$ cat src/rtl/temp_sense_pkg.sv
// Constants, register map and field layout of the sensor register bank
// Notes on behaviour
// RULE1: Reading goes high byte first, then low byte
// RULE2: Host decodes negative readings as 256 minus value
// RULE3: Host reads ambient via pointer write, repeated start
// RULE4: High byte carries critical, upper, lower flags
// RULE5: Sign sits at bit 12, set below zero
// RULE6: Read-only sixteen-bit maker code register
// RULE7: Pointer is kept between transactions
// RULE8: Part code high byte, revision low byte
// RULE9: Revision counts up from first release
// RULE10: Two-bit precision field selects LSB weight
// RULE11: Conversion period follows selected precision
// RULE12: Unimplemented bits read as zero
// RULE13: Capability register mirrors selected precision
// RULE14: Shutdown bit stops sampling, serial stays alive
// RULE15: Shutdown lasts until bit cleared or reset
// RULE16: Lock bits block setting shutdown, not clearing
// RULE17: Registers stay accessible during shutdown
// RULE18: Alarm asserted at shutdown stays active
// RULE19: Ambient register loads once per conversion
// RULE20: Precision shown in capability bits four, three
// RULE21: Writes to identification registers are ignored
// RULE22: Precision change applies from next conversion
package temp_sense_pkg;
	// ------------------------------------------------------------
	// Register pointers
	// ------------------------------------------------------------
	localparam logic [7:0] PTR_CAPABILITY   = 8'h00;
	localparam logic [7:0] PTR_CONFIG       = 8'h01;
	localparam logic [7:0] PTR_AMBIENT      = 8'h05;
	localparam logic [7:0] PTR_MAKER_ID     = 8'h06;
	localparam logic [7:0] PTR_PART_REV     = 8'h07;
	localparam logic [7:0] PTR_PRECISION    = 8'h08;

	// ------------------------------------------------------------
	// Field positions and reset values
	// ------------------------------------------------------------
	localparam int          CFG_SHUTDOWN_BIT = 8;
	localparam int          CFG_LOCK_HI_BIT  = 7;
	localparam int          CFG_LOCK_LO_BIT  = 6;
	localparam int          CAP_RES_LSB      = 3;
	localparam int          AMB_CRIT_BIT     = 15;
	localparam int          AMB_UPPER_BIT    = 14;
	localparam int          AMB_LOWER_BIT    = 13;
	localparam int          AMB_SIGN_BIT     = 12;
	localparam logic [1:0]  PREC_RESET       = 2'h1;
	localparam logic [15:0] CAP_OTHER_BITS   = 16'h0000;

	typedef enum logic [1:0] {
		RES_HALF      = 2'h0,
		RES_QUARTER   = 2'h1,
		RES_EIGHTH    = 2'h2,
		RES_SIXTEENTH = 2'h3
	} res_sel_t;

	// ------------------------------------------------------------
	// Timing
	// ------------------------------------------------------------
	localparam int unsigned CLK_MHZ    = 40;
	localparam int          CONV_CNT_W = 24;
	localparam int unsigned CONV_US_0  = 30000;
	localparam int unsigned CONV_US_1  = 65000;
	localparam int unsigned CONV_US_2  = 130000;
	localparam int unsigned CONV_US_3  = 260000;

	// ------------------------------------------------------------
	// Serial slave
	// ------------------------------------------------------------
	localparam logic [3:0] BITS_PER_BYTE = 4'h8;
	localparam logic [3:0] DEV_TYPE_CODE = 4'h3;

	typedef enum logic [6:0] {
		ST_IDLE  = 7'b0000001,
		ST_ADDR  = 7'b0000010,
		ST_ACK_A = 7'b0000100,
		ST_WRITE = 7'b0001000,
		ST_ACK_W = 7'b0010000,
		ST_READ  = 7'b0100000,
		ST_ACK_R = 7'b1000000
	} slave_state_t;
endpackage : temp_sense_pkg

$ cat src/rtl/temp_sensor_id_resolution_shutdown.sv
// Serial-reachable register bank: ambient reading, identity, precision, shutdown
`timescale 1ns/1ps
module temp_sensor_id_resolution_shutdown #(
	parameter int unsigned CONV_US_HALF      = temp_sense_pkg::CONV_US_0,
	parameter int unsigned CONV_US_QUARTER   = temp_sense_pkg::CONV_US_1,
	parameter int unsigned CONV_US_EIGHTH    = temp_sense_pkg::CONV_US_2,
	parameter int unsigned CONV_US_SIXTEENTH = temp_sense_pkg::CONV_US_3,
	parameter logic [15:0] MAKER_CODE        = 16'h1A2B, // Arbitrary value
	parameter logic [7:0]  PART_CODE         = 8'h5C,    // Arbitrary value
	parameter logic [7:0]  REV_FIRST         = 8'h03,    // Arbitrary value
	parameter logic [7:0]  REV_STEPS         = 8'h00
) (
	input  wire logic        i_core_clk,
	input  wire logic        i_rst_n,
	input  wire logic        i_scl,
	input  wire logic        i_sda,
	output logic             o_sda,
	output logic             o_sda_oe,
	input  wire logic [2:0]  i_addr_pins,
	input  wire logic        i_lock_hi,
	input  wire logic        i_lock_lo,
	input  wire logic [12:0] i_adc_word,
	input  wire logic        i_crit_flag,
	input  wire logic        i_upper_flag,
	input  wire logic        i_lower_flag,
	input  wire logic        i_alarm_req,
	output logic             o_alarm,
	output logic             o_sampling_en,
	output logic             o_conv_done,
	output temp_sense_pkg::res_sel_t o_res_active
);
	import temp_sense_pkg::*;

	localparam logic [CONV_CNT_W-1:0] CNT_0 = CONV_CNT_W'(CONV_US_HALF * CLK_MHZ - 1);
	localparam logic [CONV_CNT_W-1:0] CNT_1 = CONV_CNT_W'(CONV_US_QUARTER * CLK_MHZ - 1);
	localparam logic [CONV_CNT_W-1:0] CNT_2 = CONV_CNT_W'(CONV_US_EIGHTH * CLK_MHZ - 1);
	localparam logic [CONV_CNT_W-1:0] CNT_3 = CONV_CNT_W'(CONV_US_SIXTEENTH * CLK_MHZ - 1);

	function automatic logic [CONV_CNT_W-1:0] period_of(input res_sel_t r);
		unique case (r)
			RES_HALF:      period_of = CNT_0;
			RES_QUARTER:   period_of = CNT_1;
			RES_EIGHTH:    period_of = CNT_2;
			RES_SIXTEENTH: period_of = CNT_3;
		endcase
	endfunction : period_of

	// Fraction bits below the selected LSB weight are forced clear
	function automatic logic [12:0] frac_mask(input res_sel_t r);
		unique case (r)
			RES_HALF:      frac_mask = 13'h1FF8;
			RES_QUARTER:   frac_mask = 13'h1FFC;
			RES_EIGHTH:    frac_mask = 13'h1FFE;
			RES_SIXTEENTH: frac_mask = 13'h1FFF;
		endcase
	endfunction : frac_mask

	// ------------------------------------------------------------
	// Pin synchronisers
	// ------------------------------------------------------------
	logic [1:0] scl_sync_r;
	logic [1:0] sda_sync_r;
	logic [1:0] adr_sync0_r;
	logic [1:0] adr_sync1_r;
	logic [1:0] adr_sync2_r;
	logic       scl_d_r;
	logic       sda_d_r;

	always_ff @(posedge i_core_clk or negedge i_rst_n) begin
		if (!i_rst_n) begin
			scl_sync_r  <= 2'h3;
			sda_sync_r  <= 2'h3;
			adr_sync0_r <= 2'h0;
			adr_sync1_r <= 2'h0;
			adr_sync2_r <= 2'h0;
			scl_d_r     <= 1'b1;
			sda_d_r     <= 1'b1;
		end else begin
			scl_sync_r  <= {scl_sync_r[0], i_scl};
			sda_sync_r  <= {sda_sync_r[0], i_sda};
			adr_sync0_r <= {adr_sync0_r[0], i_addr_pins[0]};
			adr_sync1_r <= {adr_sync1_r[0], i_addr_pins[1]};
			adr_sync2_r <= {adr_sync2_r[0], i_addr_pins[2]};
			scl_d_r     <= scl_sync_r[1];
			sda_d_r     <= sda_sync_r[1];
		end
	end

	logic scl_s;
	logic sda_s;
	logic scl_rise;
	logic scl_fall;
	logic bus_start;
	logic bus_stop;
	logic [6:0] own_addr;

	assign scl_s     = scl_sync_r[1];
	assign sda_s     = sda_sync_r[1];
	assign scl_rise  = scl_s & ~scl_d_r;
	assign scl_fall  = ~scl_s & scl_d_r;
	assign bus_start = scl_s & scl_d_r & sda_d_r & ~sda_s;
	assign bus_stop  = scl_s & scl_d_r & ~sda_d_r & sda_s;
	assign own_addr  = {DEV_TYPE_CODE, adr_sync2_r[1], adr_sync1_r[1], adr_sync0_r[1]};

	// ------------------------------------------------------------
	// Register contents
	// ------------------------------------------------------------
	slave_state_t state_r;
	logic [7:0]   ptr_r;
	logic [7:0]   rx_r;
	logic [7:0]   tx_r;
	logic [7:0]   msb_hold_r;
	logic [15:0]  rd_word_r;
	logic [3:0]   bit_cnt_r;
	logic [1:0]   wr_idx_r;
	logic         rd_lsb_r;
	logic         rd_dir_r;
	logic         shutdown_r;
	res_sel_t     prec_r;
	res_sel_t     res_act_r;
	logic [15:0]  ambient_r;
	logic [CONV_CNT_W-1:0] conv_cnt_r;

	logic        locked;
	logic        byte_done;
	logic        ptr_wr;
	logic        prec_wr;
	logic        cfg_wr;
	logic [15:0] wr_word;
	logic [15:0] cap_word;
	logic [15:0] sel_word;
	logic        conv_load;

	assign locked    = i_lock_hi | i_lock_lo;
	assign byte_done = scl_fall && (bit_cnt_r == BITS_PER_BYTE);
	assign ptr_wr    = (state_r == ST_WRITE) && byte_done && (wr_idx_r == 2'h0);
	assign prec_wr   = (state_r == ST_WRITE) && byte_done && (wr_idx_r == 2'h1)
			&& (ptr_r == PTR_PRECISION);
	assign cfg_wr    = (state_r == ST_WRITE) && byte_done && (wr_idx_r == 2'h2)
			&& (ptr_r == PTR_CONFIG);
	assign wr_word   = {msb_hold_r, rx_r};
	assign conv_load = !shutdown_r && (conv_cnt_r == '0);

	always_comb begin
		cap_word = CAP_OTHER_BITS;
		cap_word[CAP_RES_LSB +: 2] = prec_r;                  // [RULE13] [RULE20]
	end

	always_comb begin
		sel_word = 16'h0000;                                   // [RULE12]
		unique case (ptr_r)
			PTR_CAPABILITY: sel_word = cap_word;
			PTR_CONFIG: begin
				sel_word[CFG_SHUTDOWN_BIT] = shutdown_r;
				sel_word[CFG_LOCK_HI_BIT]  = i_lock_hi;
				sel_word[CFG_LOCK_LO_BIT]  = i_lock_lo;
			end
			PTR_AMBIENT:   sel_word = ambient_r;
			PTR_MAKER_ID:  sel_word = MAKER_CODE;                      // [RULE6]
			PTR_PART_REV:  sel_word = {PART_CODE, REV_FIRST + REV_STEPS}; // [RULE8] [RULE9]
			PTR_PRECISION: sel_word = {8'h00, 6'h00, prec_r};           // [RULE12]
			default:       sel_word = 16'h0000;
		endcase
	end

	// ------------------------------------------------------------
	// Serial slave state machine
	// ------------------------------------------------------------
	always_ff @(posedge i_core_clk or negedge i_rst_n) begin
		if (!i_rst_n) begin
			state_r   <= ST_IDLE;
			bit_cnt_r <= 4'h0;
			rx_r      <= 8'h00;
			tx_r      <= 8'h00;
			rd_dir_r  <= 1'b0;
			rd_lsb_r  <= 1'b0;
			wr_idx_r  <= 2'h0;
			rd_word_r <= 16'h0000;
			o_sda_oe  <= 1'b0;
		end else if (bus_start) begin
			state_r   <= ST_ADDR;
			bit_cnt_r <= 4'h0;
			o_sda_oe  <= 1'b0;
		end else if (bus_stop) begin
			state_r  <= ST_IDLE;
			o_sda_oe <= 1'b0;
		end else begin
			unique case (state_r)
				ST_IDLE: o_sda_oe <= 1'b0;
				ST_ADDR, ST_WRITE: begin
					if (scl_rise) begin
						rx_r      <= {rx_r[6:0], sda_s};
						bit_cnt_r <= bit_cnt_r + 4'h1;
					end else if (byte_done) begin
						if (state_r == ST_WRITE) begin
							state_r  <= ST_ACK_W;
							o_sda_oe <= 1'b1;
							if (wr_idx_r != 2'h3)
								wr_idx_r <= wr_idx_r + 2'h1;
						end else if (rx_r[7:1] == own_addr) begin
							state_r   <= ST_ACK_A;
							o_sda_oe  <= 1'b1;
							rd_dir_r  <= rx_r[0];
							// Snapshot so both bytes come from one conversion
							rd_word_r <= sel_word;
						end else begin
							state_r <= ST_IDLE;
						end
					end
				end
				ST_ACK_A: if (scl_fall) begin
					bit_cnt_r <= 4'h0;
					wr_idx_r  <= 2'h0;
					if (rd_dir_r) begin
						state_r  <= ST_READ;
						tx_r     <= rd_word_r[15:8];                 // [RULE1]
						rd_lsb_r <= 1'b1;
						o_sda_oe <= ~rd_word_r[15];
						if (ptr_r == PTR_PRECISION) begin
							tx_r     <= rd_word_r[7:0];
							o_sda_oe <= ~rd_word_r[7];
						end
					end else begin
						state_r  <= ST_WRITE;
						o_sda_oe <= 1'b0;
					end
				end
				ST_ACK_W: if (scl_fall) begin
					state_r   <= ST_WRITE;
					bit_cnt_r <= 4'h0;
					o_sda_oe  <= 1'b0;
				end
				ST_READ: begin
					if (scl_rise) begin
						bit_cnt_r <= bit_cnt_r + 4'h1;
					end else if (byte_done) begin
						state_r  <= ST_ACK_R;
						o_sda_oe <= 1'b0;
					end else if (scl_fall) begin
						tx_r     <= {tx_r[6:0], 1'b0};
						o_sda_oe <= ~tx_r[6];
					end
				end
				ST_ACK_R: begin
					if (scl_rise && sda_s) begin
						state_r <= ST_IDLE;
					end else if (scl_fall) begin
						state_r   <= ST_READ;
						bit_cnt_r <= 4'h0;
						rd_lsb_r  <= ~rd_lsb_r;
						tx_r      <= rd_lsb_r ? rd_word_r[7:0] : rd_word_r[15:8]; // [RULE1]
						o_sda_oe  <= rd_lsb_r ? ~rd_word_r[7] : ~rd_word_r[15];
						if (ptr_r == PTR_PRECISION) begin
							tx_r     <= rd_word_r[7:0];
							o_sda_oe <= ~rd_word_r[7];
						end
					end
				end
				default: state_r <= ST_IDLE;
			endcase
		end
	end

	// Open-drain: the data level is always low, only the enable moves
	always_ff @(posedge i_core_clk or negedge i_rst_n) begin
		if (!i_rst_n)
			o_sda <= 1'b0;
		else
			o_sda <= 1'b0;
	end

	// ------------------------------------------------------------
	// Register writes; none is gated by shutdown
	// ------------------------------------------------------------
	always_ff @(posedge i_core_clk or negedge i_rst_n) begin
		if (!i_rst_n)
			ptr_r <= PTR_CAPABILITY;
		else if (ptr_wr)
			ptr_r <= rx_r;                                     // [RULE7]
	end

	always_ff @(posedge i_core_clk or negedge i_rst_n) begin
		if (!i_rst_n)
			msb_hold_r <= 8'h00;
		else if ((state_r == ST_WRITE) && byte_done && (wr_idx_r == 2'h1))
			msb_hold_r <= rx_r;
	end

	// Identification pointers have no write path at all
	always_ff @(posedge i_core_clk or negedge i_rst_n) begin
		if (!i_rst_n)
			prec_r <= res_sel_t'(PREC_RESET);                  // [RULE10]
		else if (prec_wr)
			prec_r <= res_sel_t'(rx_r[1:0]);                   // [RULE10] [RULE17] [RULE21]
	end

	always_ff @(posedge i_core_clk or negedge i_rst_n) begin
		if (!i_rst_n)
			shutdown_r <= 1'b0;
		else if (cfg_wr) begin
			if (!wr_word[CFG_SHUTDOWN_BIT])
				shutdown_r <= 1'b0;                            // [RULE15] [RULE16]
			else if (!locked)
				shutdown_r <= 1'b1;                            // [RULE14] [RULE16]
		end
	end

	// ------------------------------------------------------------
	// Conversion engine
	// ------------------------------------------------------------
	always_ff @(posedge i_core_clk or negedge i_rst_n) begin
		if (!i_rst_n) begin
			conv_cnt_r <= CNT_1;
			res_act_r  <= res_sel_t'(PREC_RESET);
		end else if (conv_load) begin
			conv_cnt_r <= period_of(prec_r);                   // [RULE11] [RULE22]
			res_act_r  <= prec_r;                              // [RULE22]
		end else if (!shutdown_r) begin
			conv_cnt_r <= conv_cnt_r - 1'b1;                   // [RULE14]
		end
	end

	always_ff @(posedge i_core_clk or negedge i_rst_n) begin
		if (!i_rst_n)
			ambient_r <= 16'h0000;
		else if (conv_load)
			ambient_r <= {i_crit_flag, i_upper_flag, i_lower_flag,   // [RULE4]
					i_adc_word & frac_mask(res_act_r)};              // [RULE5] [RULE19]
	end

	always_ff @(posedge i_core_clk or negedge i_rst_n) begin
		if (!i_rst_n) begin
			o_conv_done   <= 1'b0;
			o_sampling_en <= 1'b0;
			o_res_active  <= res_sel_t'(PREC_RESET);
		end else begin
			o_conv_done   <= conv_load;
			o_sampling_en <= !shutdown_r;                      // [RULE14]
			o_res_active  <= res_act_r;
		end
	end

	// Alarm freezes while shut down, so an active alarm stays active
	always_ff @(posedge i_core_clk or negedge i_rst_n) begin
		if (!i_rst_n)
			o_alarm <= 1'b0;
		else if (!shutdown_r)
			o_alarm <= i_alarm_req;                            // [RULE18]
	end

	// ------------------------------------------------------------
	// Assertions
	// ------------------------------------------------------------
	a_lock_blocks_set: assert property (@(posedge i_core_clk) disable iff (!i_rst_n) // [RULE16]
		cfg_wr && wr_word[CFG_SHUTDOWN_BIT] && locked && !shutdown_r |=> !shutdown_r)
		else $error("shutdown set while locked");
	a_clear_while_lock: assert property (@(posedge i_core_clk) disable iff (!i_rst_n) // [RULE16]
		cfg_wr && !wr_word[CFG_SHUTDOWN_BIT] |=> !shutdown_r)
		else $error("shutdown clear refused");
	a_sd_stops_conv: assert property (@(posedge i_core_clk) disable iff (!i_rst_n) // [RULE14]
		shutdown_r |=> $stable(ambient_r) && !o_conv_done && !o_sampling_en)
		else $error("conversion ran in shutdown");
	a_alarm_held_sd: assert property (@(posedge i_core_clk) disable iff (!i_rst_n) // [RULE18]
		shutdown_r && o_alarm |=> o_alarm)
		else $error("alarm dropped in shutdown");
	a_period_reload: assert property (@(posedge i_core_clk) disable iff (!i_rst_n) // [RULE11]
		conv_load |=> conv_cnt_r == period_of(res_act_r) && res_act_r == $past(prec_r))
		else $error("wrong conversion period");
	a_frac_cleared: assert property (@(posedge i_core_clk) disable iff (!i_rst_n) // [RULE10]
		conv_load && res_act_r == RES_HALF |=> ambient_r[2:0] == 3'h0)
		else $error("fraction bits not cleared");
	a_flags_loaded: assert property (@(posedge i_core_clk) disable iff (!i_rst_n) // [RULE4]
		conv_load |=> ambient_r[AMB_CRIT_BIT] == $past(i_crit_flag)
			&& ambient_r[AMB_UPPER_BIT] == $past(i_upper_flag)
			&& ambient_r[AMB_LOWER_BIT] == $past(i_lower_flag)
			&& ambient_r[AMB_SIGN_BIT] == $past(i_adc_word[12]))
		else $error("flags not loaded");
	a_ptr_retained: assert property (@(posedge i_core_clk) disable iff (!i_rst_n) // [RULE7]
		!ptr_wr |=> $stable(ptr_r))
		else $error("pointer lost");
	a_stop_release: assert property (@(posedge i_core_clk) disable iff (!i_rst_n) // [RULE17]
		bus_stop |=> !o_sda_oe && state_r == ST_IDLE)
		else $error("data line held after stop");
	a_cap_mirror: assert property (@(posedge i_core_clk) disable iff (!i_rst_n) // [RULE13]
		prec_wr |=> cap_word[CAP_RES_LSB +: 2] == $past(rx_r[1:0]))
		else $error("capability not mirrored");
endmodule : temp_sensor_id_resolution_shutdown

$ cat config.mk
export PLATFORM = sky130hd
export DESIGN_NAME = temp_sensor_id_resolution_shutdown
export DESIGN_NICKNAME = d
export VERILOG_FILES = /design/src/rtl/temp_sense_pkg.sv /design/src/rtl/temp_sensor_id_resolution_shutdown.sv
export SDC_FILE = /design/constraint.sdc
export NUM_CORES = 1
export LEC_CHECK = 0
export ABC_CLOCK_PERIOD_IN_PS = 3950
export BUFFER_PORTS_ARGS = -buffer_cell sky130_fd_sc_hd__buf_2
export CAP_MARGIN = 20
export CORE_ASPECT_RATIO = 0.5
export CORE_MARGIN = 2
export CORE_UTILIZATION = 66
export DETAILED_ROUTE_END_ITERATION = 8
export PLACE_DENSITY = 0.91
export RECOVER_POWER = 25
export SLEW_MARGIN = 10
export SYNTH_ARGS = -nofsm -noshare
export SYNTH_HDL_FRONTEND = slang
export SYNTH_SLANG_ARGS = --single-unit
$ cat constraint.sdc
create_clock -name i_core_clk -period 3.95 [get_ports i_core_clk]
set_input_delay 0.79 -clock i_core_clk [delete_from_list [all_inputs] [get_ports i_core_clk]]
set_output_delay 0.79 -clock i_core_clk [all_outputs]
set_load 0.02 [all_outputs]
==> results of run 1 <==
## routing by layer
| metal | share of wire (%) | track usage [%] | wire, um |
|---|---|---|---|
| met1 | 40 | 42.2 | 6050 |
| met2 | 48 | 53.0 | 7290 |
| met3 | 9.1 | 9.36 | 1400 |
| met4 | 3.7 | 16.1 | 567 |
| met5 | 0 | 0 | 0 |
## metrics by stage
step / power [mW] / hold slack, ns / setup slack [ns] / instance area (sq um)
finish: 3.07 / 0.347 / 0.971 / 6900
detailed placement: 1.51 / 0.336 / 1.24 / 6290
global route: 3.17 / 0.351 / 0.820 / 6900
global placement: 1.50 / 0.332 / 1.36 / 6290
floorplan: 1.43 / 0.331 / 1.66 / 6080
CTS: 3.07 / 0.348 / 1.09 / 6890
## synthesized netlist by cell type (6+ instances only)
cell      number  share of area (%)
a21oi_1       33                2.7
a22oi_1        6               0.74
clkbuf_1      24                1.5
dfrtp_1       94                 39
dfstp_2       24                 10
ha_1          14                2.9
inv_1         21                1.3
mux2_2        25                4.6
mux2i_1       14                2.3
nand2_1       95                5.9
nand3_1       15                1.2
nor2_1        40                2.5
nor2b_1        7               0.72
nor3_1        20                1.6
nor4_1        13                1.3
o21ai_0       45                3.7
o221ai_1       6               0.86
o22a_1         6               0.86
o22ai_1       10                1.0
or3_1          7               0.72
xor2_1         8                1.2
## sequential cells by signal, indices dropped and copies added, names as in the netlist, 4 cells and up
signal / cells
ambient_r: 16
tx_r: 7
rd_word_r: 16
ptr_r: 8
rx_r: 8
conv_cnt_r: 24
bit_cnt_r: 4
state_r: 7
## where the power goes
part | total [mW] | switching (mW) | leakage, nW | internal (mW)
Combinational | 0.199 | 0.118 | 1.39 | 0.0808
Sequential | 1.30 | 0.0481 | 1.47 | 1.25
Clock | 1.58 | 0.570 | 0.282 | 1.01
## cell usage in the layout, fill, tap and decap left out, types with 4 or more instances in the layout
cell / Yosys / final
mux2_2: 25 / 25
o21ai_0: 45 / 45
inv_1: 21 / 21
nand2_1: 95 / 95
xnor2_1: 5 / 5
mux2_4: 5 / 5
nor3b_1: 5 / 5
o221ai_1: 6 / 6
buf_4: 1 / 6
mux2i_1: 14 / 14
clkbuf_16: 0 / 17
a22oi_1: 6 / 6
a32o_1: 4 / 4
o22a_1: 6 / 6
a22o_1: 4 / 4
nand3_1: 15 / 15
dfstp_2: 24 / 21
nor2b_1: 7 / 7
o31ai_1: 4 / 4
clkinvlp_4: 0 / 4
or3_1: 7 / 7
and3_1: 4 / 4
xor2_1: 8 / 8
buf_2: 4 / 30
dfrtp_1: 94 / 94
o22ai_1: 10 / 10
nand2b_1: 4 / 4
nor2_1: 40 / 40
a31oi_1: 4 / 4
ha_1: 14 / 14
or2_2: 4 / 4
a21oi_1: 33 / 33
nor4_1: 13 / 13
nor3_1: 20 / 20
## cells by family (layout without fill, tap and decap cells)
family | count (synthesis) | after routing | share of synthesized area (%)
AOI/OAI and AO/OA | 143 | 143 | 15.0
buffers and inverters | 53 | 90 | 3.54
muxes | 44 | 44 | 8.17
xor gates and xnor gates | 13 | 13 | 1.87
and+or+nand+nor | 236 | 236 | 19.4
adders and majority gates | 14 | 14 | 2.88
other | 1 | 1 | 0.0617
DFF | 118 | 118 | 49.0
## worst paths after layout
check	start	end	slack, ns
max in group asynchronous	i_rst_n	state_r[0]$_DFFE_PN1P_	2.68
worst max-delay path	ptr_r[0]$_DFFE_PN0P_	o_sda_oe$_DFFE_PN0P_	0.97
worst min register to register	adr_sync1_r[0]$_DFF_PN0_	adr_sync1_r[1]$_DFF_PN0_	0.35
worst max register to register	ptr_r[0]$_DFFE_PN0P_	o_sda_oe$_DFFE_PN0P_	0.97
min in group asynchronous	i_rst_n	o_sampling_en$_DFF_PN0_	0.41
worst min-delay path	adr_sync1_r[0]$_DFF_PN0_	adr_sync1_r[1]$_DFF_PN0_	0.35
## worst max-delay path: stages, from the launching register on
cell and delay (ns):
dfrtp_1 0.52, nor4b_1 0.90, nand2_1 0.57, mux2_2 0.43
nor3b_1 0.25, o31ai_1 0.12, mux2i_1 0.13
## final cells by class
| type | instances | area [sq um] |
|---|---|---|
| Clock buffer | 20 | 447 |
| Sequential cell | 118 | 2980 |
| Multi-Input combinational cell | 451 | 2880 |
| Fill cell | 499 | 1930 |
| Clock inverter | 12 | 153 |
| Timing Repair Buffer | 37 | 210 |
| Inverter | 21 | 78.8 |
| Tap cell | 117 | 146 |
==> metrics.txt, run 1 <==
run status=finished, final reports clean; Post-route DRC=0; row count=24; Pwr Density=445 nW/um^2; placed cell count=743; root buffer cell=clkbuf_16; Slew @ Worst Pin=0.965 ns; final setup skew=0.00681 ns; asr flop ratio synth=100%; dpl hpwl=9530 um; post-synthesis cell count=622; Max clock buf depth=2; ANT cells=0; Clk pin slew, worst setup/hold paths=0.05 ns; CTS tree=yes; IO Port Bufs=31; H-tree depth=4; Setup TNS=0 ns; Worst R2R Path Depth=6; number of enable flip-flop cells after synthesis=0; Slew Limit Fails=0; CTS Buf Count=17; nets@finish=686; Resized Gates After CTS=0; P&R area growth vs syn=13.5%; Via Count=5099; Syn Area/Cell=9.78 sq um; I/O pins=33; Starting DRT DRC Count=572; top_reg_cell synth=dfrtp_1; register area share after synthesis=49.0%; total core area=8830 sq um; clock net sink count=118; CP Data Arrival Time=3.32 ns; total track usage=33.0%; final period utilization=75.4%; post-CTS setup buffers=0; utilization after layout=78.2%; DRT Pass-1 Iters=8; fraction of layout cells with a size suffix above 1=19.9%; RSZ-0062 raised after global routing=no; Net Count, Synth=662; number of max-cap violations=0; Routability Congestion=0.906; min-delay worst type=reg -> reg; post-synth design cell area=6080 sq um; CP required=4.29 ns; Total Routed Length=15300 um; Remaining Overflow, GRT=0; first-pass GRT wire length=25800 um; Clock Latency Late Sink=0.42 ns; number of global-route vias before repair=5130; yosys warns=0; Max VDD drop=0.401 mV; Final Setup Violations=0; kind of critical path=reg -> reg; Synth Register Bits=118; Routed Antenna Nets=0; fmax=0.336 GHz; CP Capture Type=register; crit path max fanout=15; die area=10000 sq um; Unique masters post-synth=68; Hold-fix buffers, CTS=0; hold path depth=0; DR WL/cell=19.7 um; die width=140 um; Final Non-Filler Cells=776; pin count of the biggest net entering global routing=58; Via density=6.57; startpoint types=register; Fin. Hold Viols=0; chip height=71.9 um; fin crit period=2.98 ns; P_leak=3.14 nW; Initial Util=68.9%; initial antenna violation count=0; Slew HR=34.8%
Note: power is estimated with default switching activity, not from simulation.
==> run 2, diff against run 1 <==
--- a/config.mk
+++ b/config.mk
@@ -5,14 +5,14 @@
 export SDC_FILE = /design/constraint.sdc
 export NUM_CORES = 1
 export LEC_CHECK = 0
-export ABC_CLOCK_PERIOD_IN_PS = 3950
+export ABC_CLOCK_PERIOD_IN_PS = 3000
 export BUFFER_PORTS_ARGS = -buffer_cell sky130_fd_sc_hd__buf_2
 export CAP_MARGIN = 20
 export CORE_ASPECT_RATIO = 0.5
 export CORE_MARGIN = 2
-export CORE_UTILIZATION = 66
+export CORE_UTILIZATION = 61
 export DETAILED_ROUTE_END_ITERATION = 8
-export PLACE_DENSITY = 0.91
+export PLACE_DENSITY = 0.86
 export RECOVER_POWER = 25
 export SLEW_MARGIN = 10
 export SYNTH_ARGS = -nofsm -noshare
==> constraint.sdc (replaced) <==
create_clock -name i_core_clk -period 3 [get_ports i_core_clk]
set_input_delay 0.6 -clock i_core_clk [delete_from_list [all_inputs] [get_ports i_core_clk]]
set_output_delay 0.6 -clock i_core_clk [all_outputs]
set_load 0.02 [all_outputs]
==> run 2 against run 1 <==
Net effect: the flow now finishes with violations (max-capacitance violations, max-slew violations); utilization fell by 5.1 points; sequential power rose by 32%; final area rose by 1.4%; die area rose by 7.8%; wire length fell by 11%; combinational power rose by 33%; critical path type unchanged; global-route usage fell by 6.3 points.
==> metrics.txt, run 2 (synthesized netlist as in run 1, its figures left out) <==
run status=finished, violations left; failing checks=max-capacitance violations, max-slew violations; Routability Congestion=0.940; dpl hpwl=8920 um; commonest cells after routing, fill and taps aside=nand2_1, dfrtp_1, o21ai_0; Slew Limit Fails=41; nets@finish=692; CP max stage cell=or4_4; final period utilization=83.9%; CP required=3.30 ns; number of global-route vias before repair=4684; RSZ-0062 raised after global routing=no; die area=10800 sq um; critical path's top delay family=simple AND/OR/NAND/NOR gates; CP Buf/Inv Count=0; fraction of layout cells with a size suffix above 1=20.8%; RR Endpoint=state_r[3]$_DFFE_PN0P_; Worst R2R Path Depth=6; r2r setup slk=0.48 ns; Pwr Density=585 nW/um^2; pin count of the biggest net entering global routing=60; root buffer cell=clkbuf_16; fmax=0.397 GHz; final setup skew=0.00889 ns; Clk pin slew, worst setup/hold paths=0.05 ns; Via Count=4905; Post-route DRC=0; DR WL/cell=17.1 um; Total Routed Length=13700 um; ANT cells=0; Starting DRT DRC Count=382; Final Setup Violations=0; DRT Pass-1 Iters=5; Layout fillers=653; Initial Util=63.5%; Top Registers=conv_cnt_r x24, ambient_r x16, rd_word_r x16; kind of critical path=reg -> reg; Max VDD drop=0.449 mV; total track usage=26.7%; Routed Antenna Nets=0; chip height=74.6 um; power share of the combinational group=6.4%; Sw Ratio=24.0%; Max stage delay on crit path=0.57 ns; Int Power=3.11 mW; row count=25; Fin. Hold Viols=0; critical path depth=6; reg2reg start=state_r[4]$_DFFE_PN0P_; first-pass GRT wire length=22600 um; max reg flops=24; sequential power share=41.7%; initial antenna violation count=0; Via density=6.13; fin crit period=2.52 ns; critical-path cell list=or4_4 > or3_1 > a21boi_2 > nor2_1 > o21ai_2 > mux2_2; Setup TNS=0 ns; min-delay worst type=in -> reg; number of max-cap violations=1; CP Data Arrival Time=2.82 ns; crit path max fanout=12; Max clock buf depth=2; Slew HR=-51.1%; H-tree depth=4; Worst Setup SP=state_r[4]$_DFFE_PN0P_; P&R area growth vs syn=15.0%; Clock Latency Late Sink=0.42 ns; Slew @ Worst Pin=2.27 ns; Remaining Overflow, GRT=0; clock net sink count=118; Clock power frac=51.9%; total core area=9570 sq um; startpoint types=register; Hold-fix buffers, CTS=0; IO Port Bufs=31; post-CTS setup buffers=0; CTS tree=yes; CTS Buf Count=17; Resized Gates After CTS=0; Sw Pwr=985 uW; I/O pins=33; largest register by flop count=conv_cnt_r; total power=4.09 mW; CP Capture Type=register; most common cell after layout, fill and taps aside=nand2_1; die width=145 um; P_leak=3.18 nW; CP endpoint=state_r[3]$_DFFE_PN0P_
run 2: changes by cell type in the layout (fill, tap and decap cells not counted):
| cell | change |
|---|---|
| buf_12 | +1 |
| buf_4 | +5 |
| buf_8 | -1 |
| clkbuf_1 | -1 |
| clkbuf_8 | +1 |
| clkinv_2 | -3 |
| clkinv_4 | +1 |
| clkinvlp_4 | +1 |
| inv_6 | +2 |
run 2: layer usage:
metal | part of all wire [%] | routed length [um] | track usage (%)
met4 | 1.9 | 265 | 10.9
met2 | 47 | 6450 | 44.2
met3 | 5.7 | 775 | 6.44
met1 | 45 | 6180 | 34.9
met5 | 0 | 0 | 0
run 2: power by group through the flow:
stage               Combinational, mW  Sequential (mW)  Clock, mW
finish                          0.264             1.71       2.12
global route                    0.293             1.71       2.22
CTS                             0.263             1.70       2.15
detailed placement              0.256             1.73          0
global placement                0.253             1.73          0
floorplan                       0.184             1.70          0
run 2: area by class of cell:
cell class,count,area (sq um),area share (%)
sequential,118,2980,42.6
multi-input combinational,451,2880,41.2
clock buffer,19,453,6.47
timing repair buffer,43,256,3.67
clock inverter,13,171,2.45
tap,135,169,2.41
inverter,21,78.8,1.13
run 2: metrics by stage:
step                      instances  cell area (sq um)  util (%)  hold slack, ns  worst slack, ns
after floorplan                 622               6080         -           0.304            0.714
after global placement          768               6370      66.6           0.332            0.596
after detailed placement        768               6370      66.6           0.335            0.568
after CTS                       800               7000      73.1           0.170            0.519
after global routing            800               7000      73.1           0.279            0.354
final                           800               7000      73.1           0.286            0.484
run 2: worst min-delay path by stage:
stage | from | endpoint | slack, ns | depth (start not counted)
after floorplan | i_rst_n | adr_sync0_r[0]$_DFF_PN0_ | 0.30 | 0
after global placement | adr_sync2_r[0]$_DFF_PN0_ | adr_sync2_r[1]$_DFF_PN0_ | 0.33 | 0
after detailed placement | adr_sync1_r[0]$_DFF_PN0_ | adr_sync1_r[1]$_DFF_PN0_ | 0.33 | 0
after CTS | i_rst_n | conv_cnt_r[14]$_DFFE_PN0P_ | 0.17 | 1
after global routing | i_sda | sda_sync_r[0]$_DFF_PN1_ | 0.28 | 1
final | i_addr_pins[2] | adr_sync2_r[0]$_DFF_PN0_ | 0.29 | 1
